## src/pkg/spl_pkg.sv

```systemverilog
package spl_pkg;

  // ----------------------------------------------------------------------
  // Register indices (byte address is four times the index)
  // ----------------------------------------------------------------------
  localparam logic [11:0] IDX_SOFT_ENABLE   = 12'hc00;
  localparam logic [11:0] IDX_FREQ_SELECT   = 12'hc01;
  localparam logic [11:0] IDX_SYSCLK_PRESET = 12'hc02;
  localparam logic [11:0] IDX_SYSCLK_APPLY  = 12'hc07;
  localparam logic [11:0] IDX_LOADER_STATUS = 12'hc08;

  // ----------------------------------------------------------------------
  // Field positions and reset values
  // ----------------------------------------------------------------------
  localparam int          ENABLE_BIT      = 0;
  localparam int          APPLY_BIT       = 0;
  localparam int          OUT_IDX_LSB     = 4;
  localparam int          IN_IDX_LSB      = 0;
  localparam int          STAT_ACTIVE_BIT = 0;
  localparam int          STAT_BUSY_BIT   = 1;
  localparam int          STAT_PIN_BIT    = 2;
  localparam logic [7:0]  SELECT_RESET    = 8'h00;
  localparam logic [1:0]  PRESET_RESET    = 2'h0;

  // ----------------------------------------------------------------------
  // Translation memory layout: {table, index, word}
  // ----------------------------------------------------------------------
  localparam int          ROM_ADDR_W = 8;
  localparam logic        TABLE_OUT  = 1'b0;
  localparam logic        TABLE_IN   = 1'b1;
  localparam logic [2:0]  OUT_TW     = 3'h0;
  localparam logic [2:0]  OUT_FB     = 3'h1;
  localparam logic [2:0]  OUT_LOOP   = 3'h2;
  localparam logic [2:0]  OUT_CH0    = 3'h3;
  localparam logic [2:0]  IN_PERIOD  = 3'h0;
  localparam logic [2:0]  IN_RDIV    = 3'h1;
  localparam logic [2:0]  IN_INT     = 3'h2;
  localparam logic [2:0]  IN_FRAC    = 3'h3;
  localparam logic [2:0]  IN_MOD     = 3'h4;

  // ----------------------------------------------------------------------
  // System clock presets, indexed by the two-bit code
  // ----------------------------------------------------------------------
  localparam logic [3:0]        SYS_DOUBLER = 4'h3;
  localparam logic [3:0]        SYS_XTAL    = 4'h3;
  localparam logic [3:0][15:0]  SYS_REF_KHZ = {16'hc000, 16'h6000,
                                               16'hc000, 16'h6000};
  localparam logic [3:0][4:0]   SYS_FB_DIV  = {5'h08, 5'h10, 5'h08, 5'h08};

  // ----------------------------------------------------------------------
  // Timing: edges after reset release before the pin level is trusted
  // ----------------------------------------------------------------------
  localparam logic [2:0]  START_SETTLE = 3'h4;

  typedef enum logic [1:0] {
    ST_IDLE     = 2'b00,
    ST_LOAD_OUT = 2'b01,
    ST_LOAD_IN  = 2'b10
  } spl_state_type;

endpackage : spl_pkg

```

## src/hw/spl_preset_loader.sv

```systemverilog
`timescale 1ns/1ns

module spl_preset_loader #(
  parameter int DATA_W   = 32,
  parameter int NUM_CHAN = 4,
  parameter int NUM_PROF = 4
) (
  // Clock and reset
  input  wire logic                                clk,
  input  wire logic                                rst_n,
  // Avalon-MM slave
  input  wire logic [13:0]                         avs_address,
  input  wire logic                                avs_read,
  input  wire logic                                avs_write,
  input  wire logic [31:0]                         avs_writedata,
  input  wire logic [3:0]                          avs_byteenable,
  output logic      [31:0]                         avs_readdata,
  output logic                                     avs_waitrequest,
  // Configuration source pin
  input  wire logic                                config_source_pin,
  // Translation memory read port
  output logic      [spl_pkg::ROM_ADDR_W-1:0]      rom_addr,
  input  wire logic [DATA_W-1:0]                   rom_data,
  // Output-side translation values
  output logic      [DATA_W-1:0]                   free_run_tuning_word,
  output logic      [DATA_W-1:0]                   output_feedback_divider,
  output logic      [DATA_W-1:0]                   analog_loop_divider,
  output logic      [NUM_CHAN-1:0][DATA_W-1:0]     channel_output_dividers,
  // Input-side translation values, one entry per reference profile
  output logic      [NUM_PROF-1:0][DATA_W-1:0]     reference_period,
  output logic      [NUM_PROF-1:0][DATA_W-1:0]     input_divider,
  output logic      [NUM_PROF-1:0][DATA_W-1:0]     integer_feedback_value,
  output logic      [NUM_PROF-1:0][DATA_W-1:0]     fraction_numerator,
  output logic      [NUM_PROF-1:0][DATA_W-1:0]     fraction_modulus,
  // System clock PLL settings
  output logic                                     sysclk_doubler_on,
  output logic                                     sysclk_use_crystal,
  output logic      [15:0]                         sysclk_ref_khz,
  output logic      [4:0]                          sysclk_feedback_div,
  // Status
  output logic                                     soft_active,
  output logic                                     loader_busy
);

  // ----------------------------------------------------------------------
  // State
  // ----------------------------------------------------------------------
  localparam logic [2:0] OUT_LAST =
    3'(int'(spl_pkg::OUT_CH0) + NUM_CHAN - 1);
  localparam logic [2:0] IN_LAST  = spl_pkg::IN_MOD;

  typedef struct packed {
    logic [2:0]                          pin_sync;
    logic                                pin_level;
    logic                                pin_start;
    logic                                started;
    logic [2:0]                          start_cnt;
    logic                                soft_enable;
    logic [7:0]                          freq_select;
    logic [1:0]                          sys_preset;
    spl_pkg::spl_state_type              state;
    logic [2:0]                          word;
    logic                                cap_valid;
    logic                                cap_table;
    logic [2:0]                          cap_word;
    logic [spl_pkg::ROM_ADDR_W-1:0]      rom_addr;
    logic                                waitrequest;
    logic [31:0]                         readdata;
    logic [DATA_W-1:0]                   tuning_word;
    logic [DATA_W-1:0]                   out_fb_div;
    logic [DATA_W-1:0]                   loop_div;
    logic [NUM_CHAN-1:0][DATA_W-1:0]     chan_div;
    logic [NUM_PROF-1:0][DATA_W-1:0]     ref_period;
    logic [NUM_PROF-1:0][DATA_W-1:0]     in_div;
    logic [NUM_PROF-1:0][DATA_W-1:0]     int_fb;
    logic [NUM_PROF-1:0][DATA_W-1:0]     frac_num;
    logic [NUM_PROF-1:0][DATA_W-1:0]     frac_mod;
    logic                                sys_doubler;
    logic                                sys_xtal;
    logic [15:0]                         sys_ref_khz;
    logic [4:0]                          sys_fb_div;
    logic                                active;
    logic                                walking;
  } spl_core_type;

  spl_core_type core;
  spl_core_type next_core;

  // ----------------------------------------------------------------------
  // Helpers
  // ----------------------------------------------------------------------
  function automatic logic addr_hit(input logic [13:0] addr,
                                    input logic [11:0] idx);
    return addr[13:2] == idx;
  endfunction : addr_hit

  logic pin_allows;
  logic allowed;
  logic busy;
  logic wr_commit;
  logic wr_lane0;

  // Soft registers act only when the pin was low at startup and still is.
  assign pin_allows = core.started & ~core.pin_start & ~core.pin_level;
  assign allowed    = core.soft_enable & pin_allows;
  assign busy       = (core.state != spl_pkg::ST_IDLE) | core.cap_valid;
  assign wr_commit  = avs_write & ~core.waitrequest;
  assign wr_lane0   = wr_commit & avs_byteenable[0];

  // ----------------------------------------------------------------------
  // Next state
  // ----------------------------------------------------------------------
  always_comb
  begin
    logic start_load;
    start_load = 1'b0;
    next_core  = core;

    // Pin synchroniser; only the last two stages are compared.
    next_core.pin_sync = {core.pin_sync[1:0], config_source_pin};
    if (core.pin_sync[1] == core.pin_sync[2])
    begin
      next_core.pin_level = core.pin_sync[2];
    end

    // The pin is taken once after reset, when the filter has settled.
    if (!core.started)
    begin
      if (core.start_cnt == spl_pkg::START_SETTLE)
      begin
        next_core.started   = 1'b1;
        next_core.pin_start = core.pin_level;
      end
      else
      begin
        next_core.start_cnt = core.start_cnt + 3'h1;
      end
    end

    // Bus: one wait cycle, accesses held off while a load runs.
    next_core.waitrequest = 1'b1;
    if ((avs_read | avs_write) && core.waitrequest && !busy)
    begin
      next_core.waitrequest = 1'b0;
      next_core.readdata    = 32'h0000_0000;
      if (addr_hit(avs_address, spl_pkg::IDX_SOFT_ENABLE))
      begin
        next_core.readdata[spl_pkg::ENABLE_BIT] = core.soft_enable;
      end
      else if (addr_hit(avs_address, spl_pkg::IDX_FREQ_SELECT))
      begin
        next_core.readdata[7:0] = core.freq_select;
      end
      else if (addr_hit(avs_address, spl_pkg::IDX_SYSCLK_PRESET))
      begin
        next_core.readdata[1:0] = core.sys_preset;
      end
      else if (addr_hit(avs_address, spl_pkg::IDX_LOADER_STATUS))
      begin
        next_core.readdata[spl_pkg::STAT_ACTIVE_BIT] = allowed;
        next_core.readdata[spl_pkg::STAT_BUSY_BIT]   = busy;
        next_core.readdata[spl_pkg::STAT_PIN_BIT]    = core.pin_start;
      end
    end

    // Register writes take effect on the edge after the wait, which ends the cycle with waitrequest low.
    if (wr_lane0)
    begin
      if (addr_hit(avs_address, spl_pkg::IDX_SOFT_ENABLE))
      begin
        next_core.soft_enable = avs_writedata[spl_pkg::ENABLE_BIT];
        if (avs_writedata[spl_pkg::ENABLE_BIT] && !core.soft_enable
            && pin_allows)
        begin
          start_load = 1'b1;
        end
      end
      else if (addr_hit(avs_address, spl_pkg::IDX_FREQ_SELECT))
      begin
        next_core.freq_select = avs_writedata[7:0];
        start_load            = allowed;
      end
      else if (addr_hit(avs_address, spl_pkg::IDX_SYSCLK_PRESET))
      begin
        next_core.sys_preset = avs_writedata[1:0];
      end
      else if (addr_hit(avs_address, spl_pkg::IDX_SYSCLK_APPLY))
      begin
        // The preset is stored on write but used only on apply.
        if (avs_writedata[spl_pkg::APPLY_BIT] && allowed)
        begin
          next_core.sys_doubler = spl_pkg::SYS_DOUBLER[core.sys_preset];
          next_core.sys_xtal    = spl_pkg::SYS_XTAL[core.sys_preset];
          next_core.sys_ref_khz = spl_pkg::SYS_REF_KHZ[core.sys_preset];
          next_core.sys_fb_div  = spl_pkg::SYS_FB_DIV[core.sys_preset];
        end
      end
    end

    // Memory walk: address issued now, word captured on the next edge.
    next_core.cap_valid = 1'b0;
    unique case (core.state)
      spl_pkg::ST_IDLE:
      begin
        if (start_load)
        begin
          next_core.state = spl_pkg::ST_LOAD_OUT;
          next_core.word  = 3'h0;
        end
      end
      spl_pkg::ST_LOAD_OUT:
      begin
        next_core.rom_addr  = {spl_pkg::TABLE_OUT,
          core.freq_select[spl_pkg::OUT_IDX_LSB +: 4], core.word};
        next_core.cap_valid = 1'b1;
        next_core.cap_table = spl_pkg::TABLE_OUT;
        next_core.cap_word  = core.word;
        next_core.word      = core.word + 3'h1;
        if (core.word == OUT_LAST)
        begin
          next_core.state = spl_pkg::ST_LOAD_IN;
          next_core.word  = 3'h0;
        end
      end
      spl_pkg::ST_LOAD_IN:
      begin
        next_core.rom_addr  = {spl_pkg::TABLE_IN,
          core.freq_select[spl_pkg::IN_IDX_LSB +: 4], core.word};
        next_core.cap_valid = 1'b1;
        next_core.cap_table = spl_pkg::TABLE_IN;
        next_core.cap_word  = core.word;
        next_core.word      = core.word + 3'h1;
        if (core.word == IN_LAST)
        begin
          next_core.state = spl_pkg::ST_IDLE;
          next_core.word  = 3'h0;
        end
      end
      default:
      begin
        next_core.state = spl_pkg::ST_IDLE;
      end
    endcase

    // Captured words land in their target registers.
    if (core.cap_valid && core.cap_table == spl_pkg::TABLE_OUT)
    begin
      if (core.cap_word == spl_pkg::OUT_TW)
      begin
        next_core.tuning_word = rom_data;
      end
      if (core.cap_word == spl_pkg::OUT_FB)
      begin
        next_core.out_fb_div = rom_data;
      end
      if (core.cap_word == spl_pkg::OUT_LOOP)
      begin
        next_core.loop_div = rom_data;
      end
      for (int c = 0; c < NUM_CHAN; c++)
      begin
        if (core.cap_word == 3'(int'(spl_pkg::OUT_CH0) + c))
        begin
          next_core.chan_div[c] = rom_data;
        end
      end
    end
    if (core.cap_valid && core.cap_table == spl_pkg::TABLE_IN)
    begin
      // One memory word feeds every profile alike.
      for (int p = 0; p < NUM_PROF; p++)
      begin
        if (core.cap_word == spl_pkg::IN_PERIOD)
        begin
          next_core.ref_period[p] = rom_data;
        end
        if (core.cap_word == spl_pkg::IN_RDIV)
        begin
          next_core.in_div[p] = rom_data;
        end
        if (core.cap_word == spl_pkg::IN_INT)
        begin
          next_core.int_fb[p] = rom_data;
        end
        if (core.cap_word == spl_pkg::IN_FRAC)
        begin
          next_core.frac_num[p] = rom_data;
        end
        if (core.cap_word == spl_pkg::IN_MOD)
        begin
          next_core.frac_mod[p] = rom_data;
        end
      end
    end

    // Status flops follow the next state, so they move with what they report.
    next_core.active  = next_core.soft_enable & next_core.started
                        & ~next_core.pin_start & ~next_core.pin_level;
    next_core.walking = next_core.state != spl_pkg::ST_IDLE;
  end

  // ----------------------------------------------------------------------
  // Registers
  // ----------------------------------------------------------------------
  always_ff @(posedge clk or negedge rst_n)
  begin
    if (!rst_n)
    begin
      core             <= '0;
      core.pin_sync    <= 3'h7;
      core.pin_level   <= 1'b1;
      core.pin_start   <= 1'b1;
      core.waitrequest <= 1'b1;
      core.freq_select <= spl_pkg::SELECT_RESET;
      core.sys_preset  <= spl_pkg::PRESET_RESET;
      core.state       <= spl_pkg::ST_IDLE;
    end
    else
    begin
      core <= next_core;
    end
  end

  // ----------------------------------------------------------------------
  // Outputs
  // ----------------------------------------------------------------------
  assign avs_readdata            = core.readdata;
  assign avs_waitrequest         = core.waitrequest;
  assign rom_addr                = core.rom_addr;
  assign free_run_tuning_word    = core.tuning_word;
  assign output_feedback_divider = core.out_fb_div;
  assign analog_loop_divider     = core.loop_div;
  assign channel_output_dividers = core.chan_div;
  assign reference_period        = core.ref_period;
  assign input_divider           = core.in_div;
  assign integer_feedback_value  = core.int_fb;
  assign fraction_numerator      = core.frac_num;
  assign fraction_modulus        = core.frac_mod;
  assign sysclk_doubler_on       = core.sys_doubler;
  assign sysclk_use_crystal      = core.sys_xtal;
  assign sysclk_ref_khz          = core.sys_ref_khz;
  assign sysclk_feedback_div     = core.sys_fb_div;
  // A pin that rises after startup drops the active flag four edges later, once the synchroniser passes it.
  assign soft_active             = core.active;
  assign loader_busy             = core.walking;

endmodule : spl_preset_loader

```

## config.mk

```make
export PLATFORM = sky130hd
export DESIGN_NAME = spl_preset_loader
export DESIGN_NICKNAME = d
export VERILOG_FILES = /design/src/pkg/spl_pkg.sv /design/src/hw/spl_preset_loader.sv
export SDC_FILE = /design/constraint.sdc
export NUM_CORES = 1
export LEC_CHECK = 0
export BUFFER_PORTS_ARGS = -buffer_cell sky130_fd_sc_hd__buf_2
export CORE_AREA = 10 10 391 393
export CTS_BUF_LIST = sky130_fd_sc_hd__clkbuf_8
export CTS_CLUSTER_DIAMETER = 200
export DETAILED_ROUTE_END_ITERATION = 8
export DIE_AREA = 0 0 401 403
export PLACE_DENSITY = 0.42
export SYNTH_ARGS = -nofsm -noshare
export SYNTH_HDL_FRONTEND = slang
export SYNTH_SLANG_ARGS = --single-unit
```

## constraint.sdc

```tcl
create_clock -name clk -period 1.67 [get_ports clk]
set_input_delay 0 -clock clk [delete_from_list [all_inputs] [get_ports clk]]
set_output_delay 0 -clock clk [all_outputs]
set_load 0.005 [all_outputs]
```

---- Word level (Yosys, flattened, before mapping) ----
Cells that the tools add are included.
storage, ports and cells
  register bits after elaboration ......... 455
cells by class
  $add $sub $neg .......................... 2
  order comparisons ....................... 1
  equality and inequality tests ........... 18
  multiplexer cells ....................... 34
  bitwise operators ....................... 21
  reductions and logical operators ........ 32
operator list
  cell                                                              count
  12-bit == test (second input constant)                            5
  33-bit two-way mux                                                1
  16-bit binary-select mux with 2-bit select                        1
  5-bit two-way mux                                                 6
  2-bit AND reduction                                               14
  13-bit one-hot mux with 2 select lines                            1
  3-bit == test (second input constant)                             6
  16-bit two-way mux                                                1
  11-bit two-way mux                                                1
  1-bit inverter                                                    11
  5-bit binary-select mux with 2-bit select                         1
  10-bit two-way mux                                                1
  1-bit two-way mux                                                 9
  3-bit two-way mux                                                 3
  3-bit one-hot mux with 3 select lines                             1
  1-bit bitwise AND                                                 8
  2-bit two-way mux                                                 4
  8-bit two-way mux                                                 1
  1-bit logical AND                                                 7
  7-bit two-way mux                                                 1
  3-bit by 1-bit adder with 3-bit output (second input constant)    2
  3-bit by 2-bit == test with 1-bit output (second input constant)  2
  2-bit one-hot mux with 3 select lines                             1
  6-bit AND reduction                                               1
  15 further kinds                                                  19

---- Logic depth before layout (Yosys ltp) ----
Gate-level depths: netlist of run 1.
  depth in word-level cells ............... 10
  depth in mapped cells ................... 7
  mapped depth without buffers ............ 7

---- Least setup slack after synthesis of run 1 ----
No wires, ideal clock.
  path kind ............................... register -> register
  start ................................... register core[955] (netlist name)
  end ..................................... register core (netlist bit sysclk_feedback_div[3])
  library setup time ...................... 125 ps
  arrival time ............................ 1,574 ps
  path slack .............................. -29 ps
  cell stages (with the launch flop) ...... 4
  path buffers ............................ 0
  cells stage by stage .................... dfstp_2 -> or3b_4 -> nor4_4 -> mux2_2
on the way
  cells in the longest elaborated chain, start to end .. 6
RTL lines
  item                             line                      RTL
  start, declared                  spl_preset_loader.sv:86   spl_core_type core;
  start signal, assigned           spl_preset_loader.sv:320  core <= next_core;
  1-bit inverter                   spl_preset_loader.sv:104  assign pin_allows = core.started & ~core.pin_start & ~core.pin_level;
  1-bit bitwise AND (2 in series)  spl_preset_loader.sv:104
  1-bit bitwise AND                spl_preset_loader.sv:105  assign allowed = core.soft_enable & pin_allows;
  1-bit logical AND                spl_preset_loader.sv:190  if (avs_writedata[spl_pkg::APPLY_BIT] && allowed)
  6-bit AND reduction (no line)    n/a
No other way between the ends.
A chain may end at the register's enable or synchronous reset.

---- Final worst setup path of run 1 ----
  start ................................... register core[933] (netlist name)
  end ..................................... register core (netlist bit fraction_modulus[119])
on the way
  cells in the longest elaborated chain, start to end .. 2
RTL lines
  item                           line                      RTL
  1-bit logical AND              spl_preset_loader.sv:268  if (core.cap_valid && core.cap_table == spl_pkg::TABLE_IN)
  2-bit AND reduction (no line)  n/a
No other way between the ends.

==> results of run 1 <==
## layer usage
| metal | global-route usage [%] | wire length [µm] |
|---|---|---|
| met1 | 11.8 | 35200 |
| met2 | 18.5 | 46200 |
| met3 | 3.64 | 6580 |
| met4 | 4.41 | 2910 |
| met5 | 0 | 13 |
## state kept, by name, summed over array words and instances (netlist names)
signal / cells
fraction_numerator: 32
analog_loop_divider: 32
reference_period: 32
integer_feedback_value: 32
loader_busy: 1
input_divider: 32
core: 29
output_feedback_divider: 32
sysclk_feedback_div: 2
sysclk_ref_khz: 3
fraction_modulus: 32
avs_readdata: 8
channel_output_dividers: 128
free_run_tuning_word: 32
rom_addr: 5
sysclk_use_crystal: 1
avs_waitrequest: 1
soft_active: 1
## repair_timing
action | CTS | global route
setup buffers | 13 | 4
hold buffers | 72 | 2
endpoints found under the hold margin | 852 | 11
pin swaps | 2 | 4
resized for setup | 75 | 49
cloned | 6 | 4
endpoints found under the setup margin | 305 | 314
## cells in the mapped netlist, drive strengths merged, types with 2 or more instances
cell type  count  share of area [%]
a21boi         2              0.063
a21oi          8               0.17
a22oi          4               0.13
a32oi          3               0.11
and2           2              0.053
and3           2              0.053
and4           2              0.084
buf          956                 30
clkbuf        43               0.69
dfrtp        429                 45
dfstp          6               0.67
ha             9               0.48
inv           16               0.25
mux2         399                 19
mux2i          3               0.13
nand2         28               0.44
nand2b         2              0.053
nand3         11               0.23
nand3b         2              0.063
nand4          6               0.16
nor2          14               0.25
nor3           8               0.19
nor4           2               0.14
nor4b          2              0.074
o21ai          6               0.13
o22ai          4               0.11
o32ai          2              0.074
or2            2              0.053
or3b           2              0.084
xnor2          2              0.074
## cell type report
cell class | count | share of cell area, %
Sequential cell | 435 | 38.8
Timing Repair Buffer | 1142 | 25.3
Multi-Input combinational cell | 581 | 21.3
Tap cell | 1917 | 8.53
Clock buffer | 99 | 4.84
Clock inverter | 47 | 0.970
Inverter | 17 | 0.227
Antenna cell | 7 | 0.0623
## power by group through the flow
stage | Sequential [W] | Clock [W] | Combinational, W
floorplan | 0.0112 | 0 | 0.00144
global placement | 0.0113 | 0 | 0.00194
detailed placement | 0.0113 | 0 | 0.00193
CTS | 0.0111 | 0.0111 | 0.00209
global route | 0.0112 | 0.0115 | 0.00224
finish | 0.0111 | 0.0105 | 0.00203
## through the flow
| step | total power (W) | setup WS (ps) |
|---|---|---|
| final | 0.0237 | -22.5 |
| after global routing | 0.0250 | -82.7 |
| after CTS | 0.0244 | -59.7 |
| after detailed placement | 0.0132 | -159 |
| after global placement | 0.0132 | -147 |
| after floorplan | 0.0127 | -28.8 |
## worst min-delay path: stages
cell and delay, ps:
dlygate4sd3_1 530, buf_2 140, buf_4 130, mux2_4 130
## worst min-delay path by stage
stage,from,end,slack (ps),depth (start not counted)
floorplan,rst_n,analog_loop_divider[0],-300,0
global placement,rst_n,input_divider[112],-70,1
detailed placement,rst_n,input_divider[112],-70,1
CTS,avs_writedata[0],core[942],80,4
global route,avs_writedata[0],core[942],120,4
finish,avs_writedata[0],core[942],200,4
## cell usage in the layout, fill, tap and decap left out, types with 13 or more instances in the layout
cell type	n
buf_12	36
conb_1	40
mux2_4	61
buf_2	945
dfrtp_1	418
nand2_1	23
inv_1	52
buf_4	64
dlygate4sd3_1	71
clkbuf_8	99
buf_6	13
mux2_2	337
## logic make-up after synthesis
group,after synthesis
other,1
flip-flops,435
adder cells (fa/ha/maj),10
XOR/XNOR,2
AO/OA/AOI/OAI,34
buffers and inverters,1016
multiplexers,402
AND/OR/NAND/NOR,93
==> flow_summary.toml, run 1 <==
[worst_setup_path]
crit_arrival_ps = 2290
worstPathRequired_ps = 2270
slowest_stage = "dfrtp_1"
worstPathMaxFanout = 9
crit_path_end = "fraction_modulus[119]"
end_kind = "flop"
worst-setup-path-type = "flop to flop"
start_kind = "flop"
cp_num_cells = 7
slowest_delay_ps = 390
rr_startpoint = "core[933]"
critPathLaunch = "core[933]"
critical_path.top_delay_family = "buffers and inverters"
reg2reg_slack_ps = -20
r2r-end = "fraction_modulus[119]"
worstRegToRegCells = 7
critPathBufInv = 4
path_cells = "buf_4 > nand2_4 > nor3_4 > buf_6 > buf_6 > buf_12 > mux2_4"
critPathMostFrequentCell = "buf_6"

[finish]
design_area_um2 = 28100
regArea_um2 = 10900
area_growth_syn_to_layout_pct = 18.7
drive_gt1_share_pct = 70.3
postLayoutCoreUtil_pct = 19.4
nNetsFinal = 2357
fin_cells = 4245
nFillCells = 15900
multi_input_area_um2 = 5980

[sta]
period_minus_slack_ps = 1690
skew_ps = 47.5
setup_viol = 31
hold_viol_final = 0
drv_slew = 0
period_share_pct = 101
fmax_mhz = 591
grt_setup_unrepaired = "true"
finalSetupTns_ps = -229
maxSlewHeadroom_pct = 46.2
setup_slack_ps = -22.5
holdWs_ps = 203
tightest_slew_ps = 808

[power]
p_int_w = 0.0173
ir_worst_vdd_v = 0.000431
swShare_pct = 26.9
p_seq_share_pct = 47.0
p_comb_share_pct = 8.6
p_per_area_nw_per_um2 = 843
clkPwrFrac_pct = 44.5
switchingPower_w = 0.00639
p_leak_nw = 14.6

[global_routing]
grt_use_total_pct = 10.6
grt_overflow = 0
antenna_found_initial = 13
grt_pass1_wl_mm = 124
grt_max_degree = 53
grt_pass1_vias = 15700

[drt]
firstDrtPassIters = 4
vias = 14100
via_per_inst = 3.31
drt-initial-drc-count = 576
avgRoutedWirePerCell_um = 21.4
routed_wl_mm = 91.0
drtAntennaViolNets = 0
drc = 0

[synthesis]
synth-xor-area-share_pct = 0.0739
synth_mux_area_share_pct = 19.2
syn_area_um2 = 23700
synthSimpleGateAreaFrac_pct = 2.26
async_reset_ff_share_pct = 100
synth_cells = 1993
synth_compound_area_share_pct = 0.945
synth_fa_ha_area_share_pct = 0.517
synth-seq-cells = 435
synth_top_family_by_area = "buffers and inverters"
synth_edf_count = 0
synth_cell_types = 58
synth_seq_area_share_pct = 46.0
ys_warn_count = 0
syn_area_per_cell_um2 = 11.9
synth_top_flop_cell = "dfrtp_1"

[die]
io_pins = 1017
fp.dieW_um = 401
core-area_um2 = 145000
rows = 140
die_h_um = 403
start_util_pct = 16.3
die_area_um2 = 162000

[cts]
cts_tree = "built"
root_buffer = "clkbuf_8"
cts_sinks = 435
cts_buffers = 84
clkSlewWorstSetupHoldPaths_ps = 60
clock_latency_ps = 760
clockBufferDepth = 3
htreeDepth = 3

[placement]
dp.cells = 3995
io_buffers = 947
place_area_um2 = 24900
gp_congestion = 0.724
dp_hpwl_mm = 66.1

[hold_path]
hold_class = "input port to flop"

[outcome]
outcome = "finished with violations"
violations = "negative setup slack"

[run]
cap_viol_max_count = 0
Power figures use the tool's default switching activity.
==> inputs of run 2 (changes only) <==
--- a/config.mk
+++ b/config.mk
@@ -6,11 +6,11 @@
 export NUM_CORES = 1
 export LEC_CHECK = 0
 export BUFFER_PORTS_ARGS = -buffer_cell sky130_fd_sc_hd__buf_2
-export CORE_AREA = 10 10 391 393
+export CORE_AREA = 10 10 389 391
 export CTS_BUF_LIST = sky130_fd_sc_hd__clkbuf_8
 export CTS_CLUSTER_DIAMETER = 200
 export DETAILED_ROUTE_END_ITERATION = 8
-export DIE_AREA = 0 0 401 403
+export DIE_AREA = 0 0 399 401
 export PLACE_DENSITY = 0.42
 export SYNTH_ARGS = -nofsm -noshare
 export SYNTH_HDL_FRONTEND = slang
==> flow_summary.toml, run 2 (same netlist as run 1, synthesis figures left out) <==
[sta]
skew_ps = 32.6
period_share_pct = 103
period_minus_slack_ps = 1710
tightest_slew_ps = 645
fmax_mhz = 584
maxSlewHeadroom_pct = 57.0
setup_viol = 50
grt_setup_unrepaired = "true"
drv_slew = 0
hold_viol_final = 0
finalSetupTns_ps = -712
setup_slack_ps = -42.9

[finish]
layout_common_cells = "buf_2 (946), dfrtp_1 (416), mux2_4 (226)"
largest_reg_flops = 128
area_growth_syn_to_layout_pct = 22.9
nNetsFinal = 2369
drive_gt1_share_pct = 71.0
final_common_cell = "buf_2"

[worst_setup_path]
path_cells = "nor2b_4 > and2_4 > and3_4 > buf_12 > mux2_2"
worstPathMaxFanout = 11
worst-setup-path-type = "flop to flop"
slowest_delay_ps = 400
start_kind = "flop"
slowest_stage = "dfrtp_1"
end_kind = "flop"
worstPathRequired_ps = 2260
crit_arrival_ps = 2300

[drt]
drc = 0
avgRoutedWirePerCell_um = 22.2
drt-initial-drc-count = 544
firstDrtPassIters = 4
drtAntennaViolNets = 0
via_per_inst = 3.33
routed_wl_mm = 94.3
vias = 14100

[power]
clkPwrFrac_pct = 45.0
p_comb_share_pct = 8.7
p_seq_share_pct = 46.3
ir_worst_vdd_v = 0.000451
p_leak_nw = 15.1
p_int_w = 0.0177
switchingPower_w = 0.00641
swShare_pct = 26.6
p_per_area_nw_per_um2 = 827

[cts]
cts_sinks = 435
root_buffer = "clkbuf_8"
clockBufferDepth = 3
cts_buffers = 82
clkSlewWorstSetupHoldPaths_ps = 60
cts_tree = "built"
htreeDepth = 3
clock_latency_ps = 760

[global_routing]
antenna_found_initial = 9
grt_pass1_wl_mm = 124
grt_max_degree = 62
grt_overflow = 0
grt_use_total_pct = 10.8
grt_pass1_vias = 15500

[die]
die_h_um = 401
io_pins = 1017
die_area_um2 = 160000
rows = 139
start_util_pct = 16.6
core-area_um2 = 143000
fp.dieW_um = 399

[outcome]
violations = "negative setup slack"
outcome = "finished with violations"

[placement]
dp_slack_ps = -332
io_buffers = 947
gp_congestion = 0.700
dp_hpwl_mm = 66.1

[hold_path]
hold_class = "input port to flop"

[run]
cap_viol_max_count = 0
## run 2: changes by cell type in the layout (fill, tap and decap cells not counted), sizes merged, moves of 2 or more
| cell | before | now |
|---|---|---|
| buf | 1067 | 1075 |
| inv | 56 | 49 |
| clkbuf | 103 | 107 |
| bufinv | 1 | 3 |
| diode | 7 | 9 |
## run 2: final cells by class
cell class              count  area [µm²]
inverters                  17        63.8
diodes                      9        22.5
fillers                 15500      114000
well taps                1903        2380
clock buffers              99        1360
repair buffers           1156        7470
multi-input cells         581        6610
flip-flops and latches    435       10900
clock inverters            44         297
## run 2: repair_timing
item / CTS / global route
cloned: 9 / 9
setup buffers: 18 / 11
hold buffers: 72 / 3
pin swaps: 10 / 11
endpoints found under the hold margin: 850 / 18
resized for setup: 109 / 222
setup endpoints to repair: 401 / 342
## run 2: metrics by stage
step	utilization, %	cells	hold WS (ps)	power [W]	cell area [µm²]
after global placement	17.3	3973	-92.0	0.0132	24700
after detailed placement	17.3	3973	-89.6	0.0132	24700
after global routing	20.3	4241	160	0.0253	29100
final	20.3	4244	236	0.0241	29100
after CTS	19.5	4215	-288	0.0246	28000
after floorplan	-	2032	-296	0.0127	23800
## run 2: power groups by stage
stage	logic (W)	registers [W]	clock network (W)
floorplan	0.00144	0.0112	0
global placement	0.00192	0.0113	0
detailed placement	0.00192	0.0113	0
CTS	0.00210	0.0111	0.0114
global route	0.00230	0.0112	0.0118
finish	0.00209	0.0111	0.0108
## run 2: critical path: cells and delay by family, from the launching register on
family	cells	cell delay [ps]
buf+inv	1	190
flops	1	400
mux	1	350
simple gates	3	590
## run 2: worst paths after layout
kind / slack (ps) / startpoint / cells past startpoint / to
hold / removal: 240 / avs_writedata[0] / 4 / core[942]
min in group asynchronous: 430 / rst_n / 4 / sysclk_feedback_div[3]
hold reg to reg: 370 / core[957] / 0 / core[958]
max in group asynchronous: 500 / rst_n / 6 / output_feedback_divider[17]
setup / recovery: -40 / core[933] / 5 / channel_output_dividers[114]
setup reg to reg: -40 / core[933] / 5 / channel_output_dividers[114]
## run 2: layer usage
layer | vias to the layer above | part of all wire (%) | routed length (µm) | global-route usage, %
met5 | - | 0 | 0 | 0
met3 | 98 | 7.7 | 7220 | 3.20
met2 | 620 | 51 | 48500 | 19.1
li1 | 6142 | - | - | -
met1 | 7283 | 39 | 37100 | 12.4
met4 | 0 | 1.6 | 1500 | 3.31
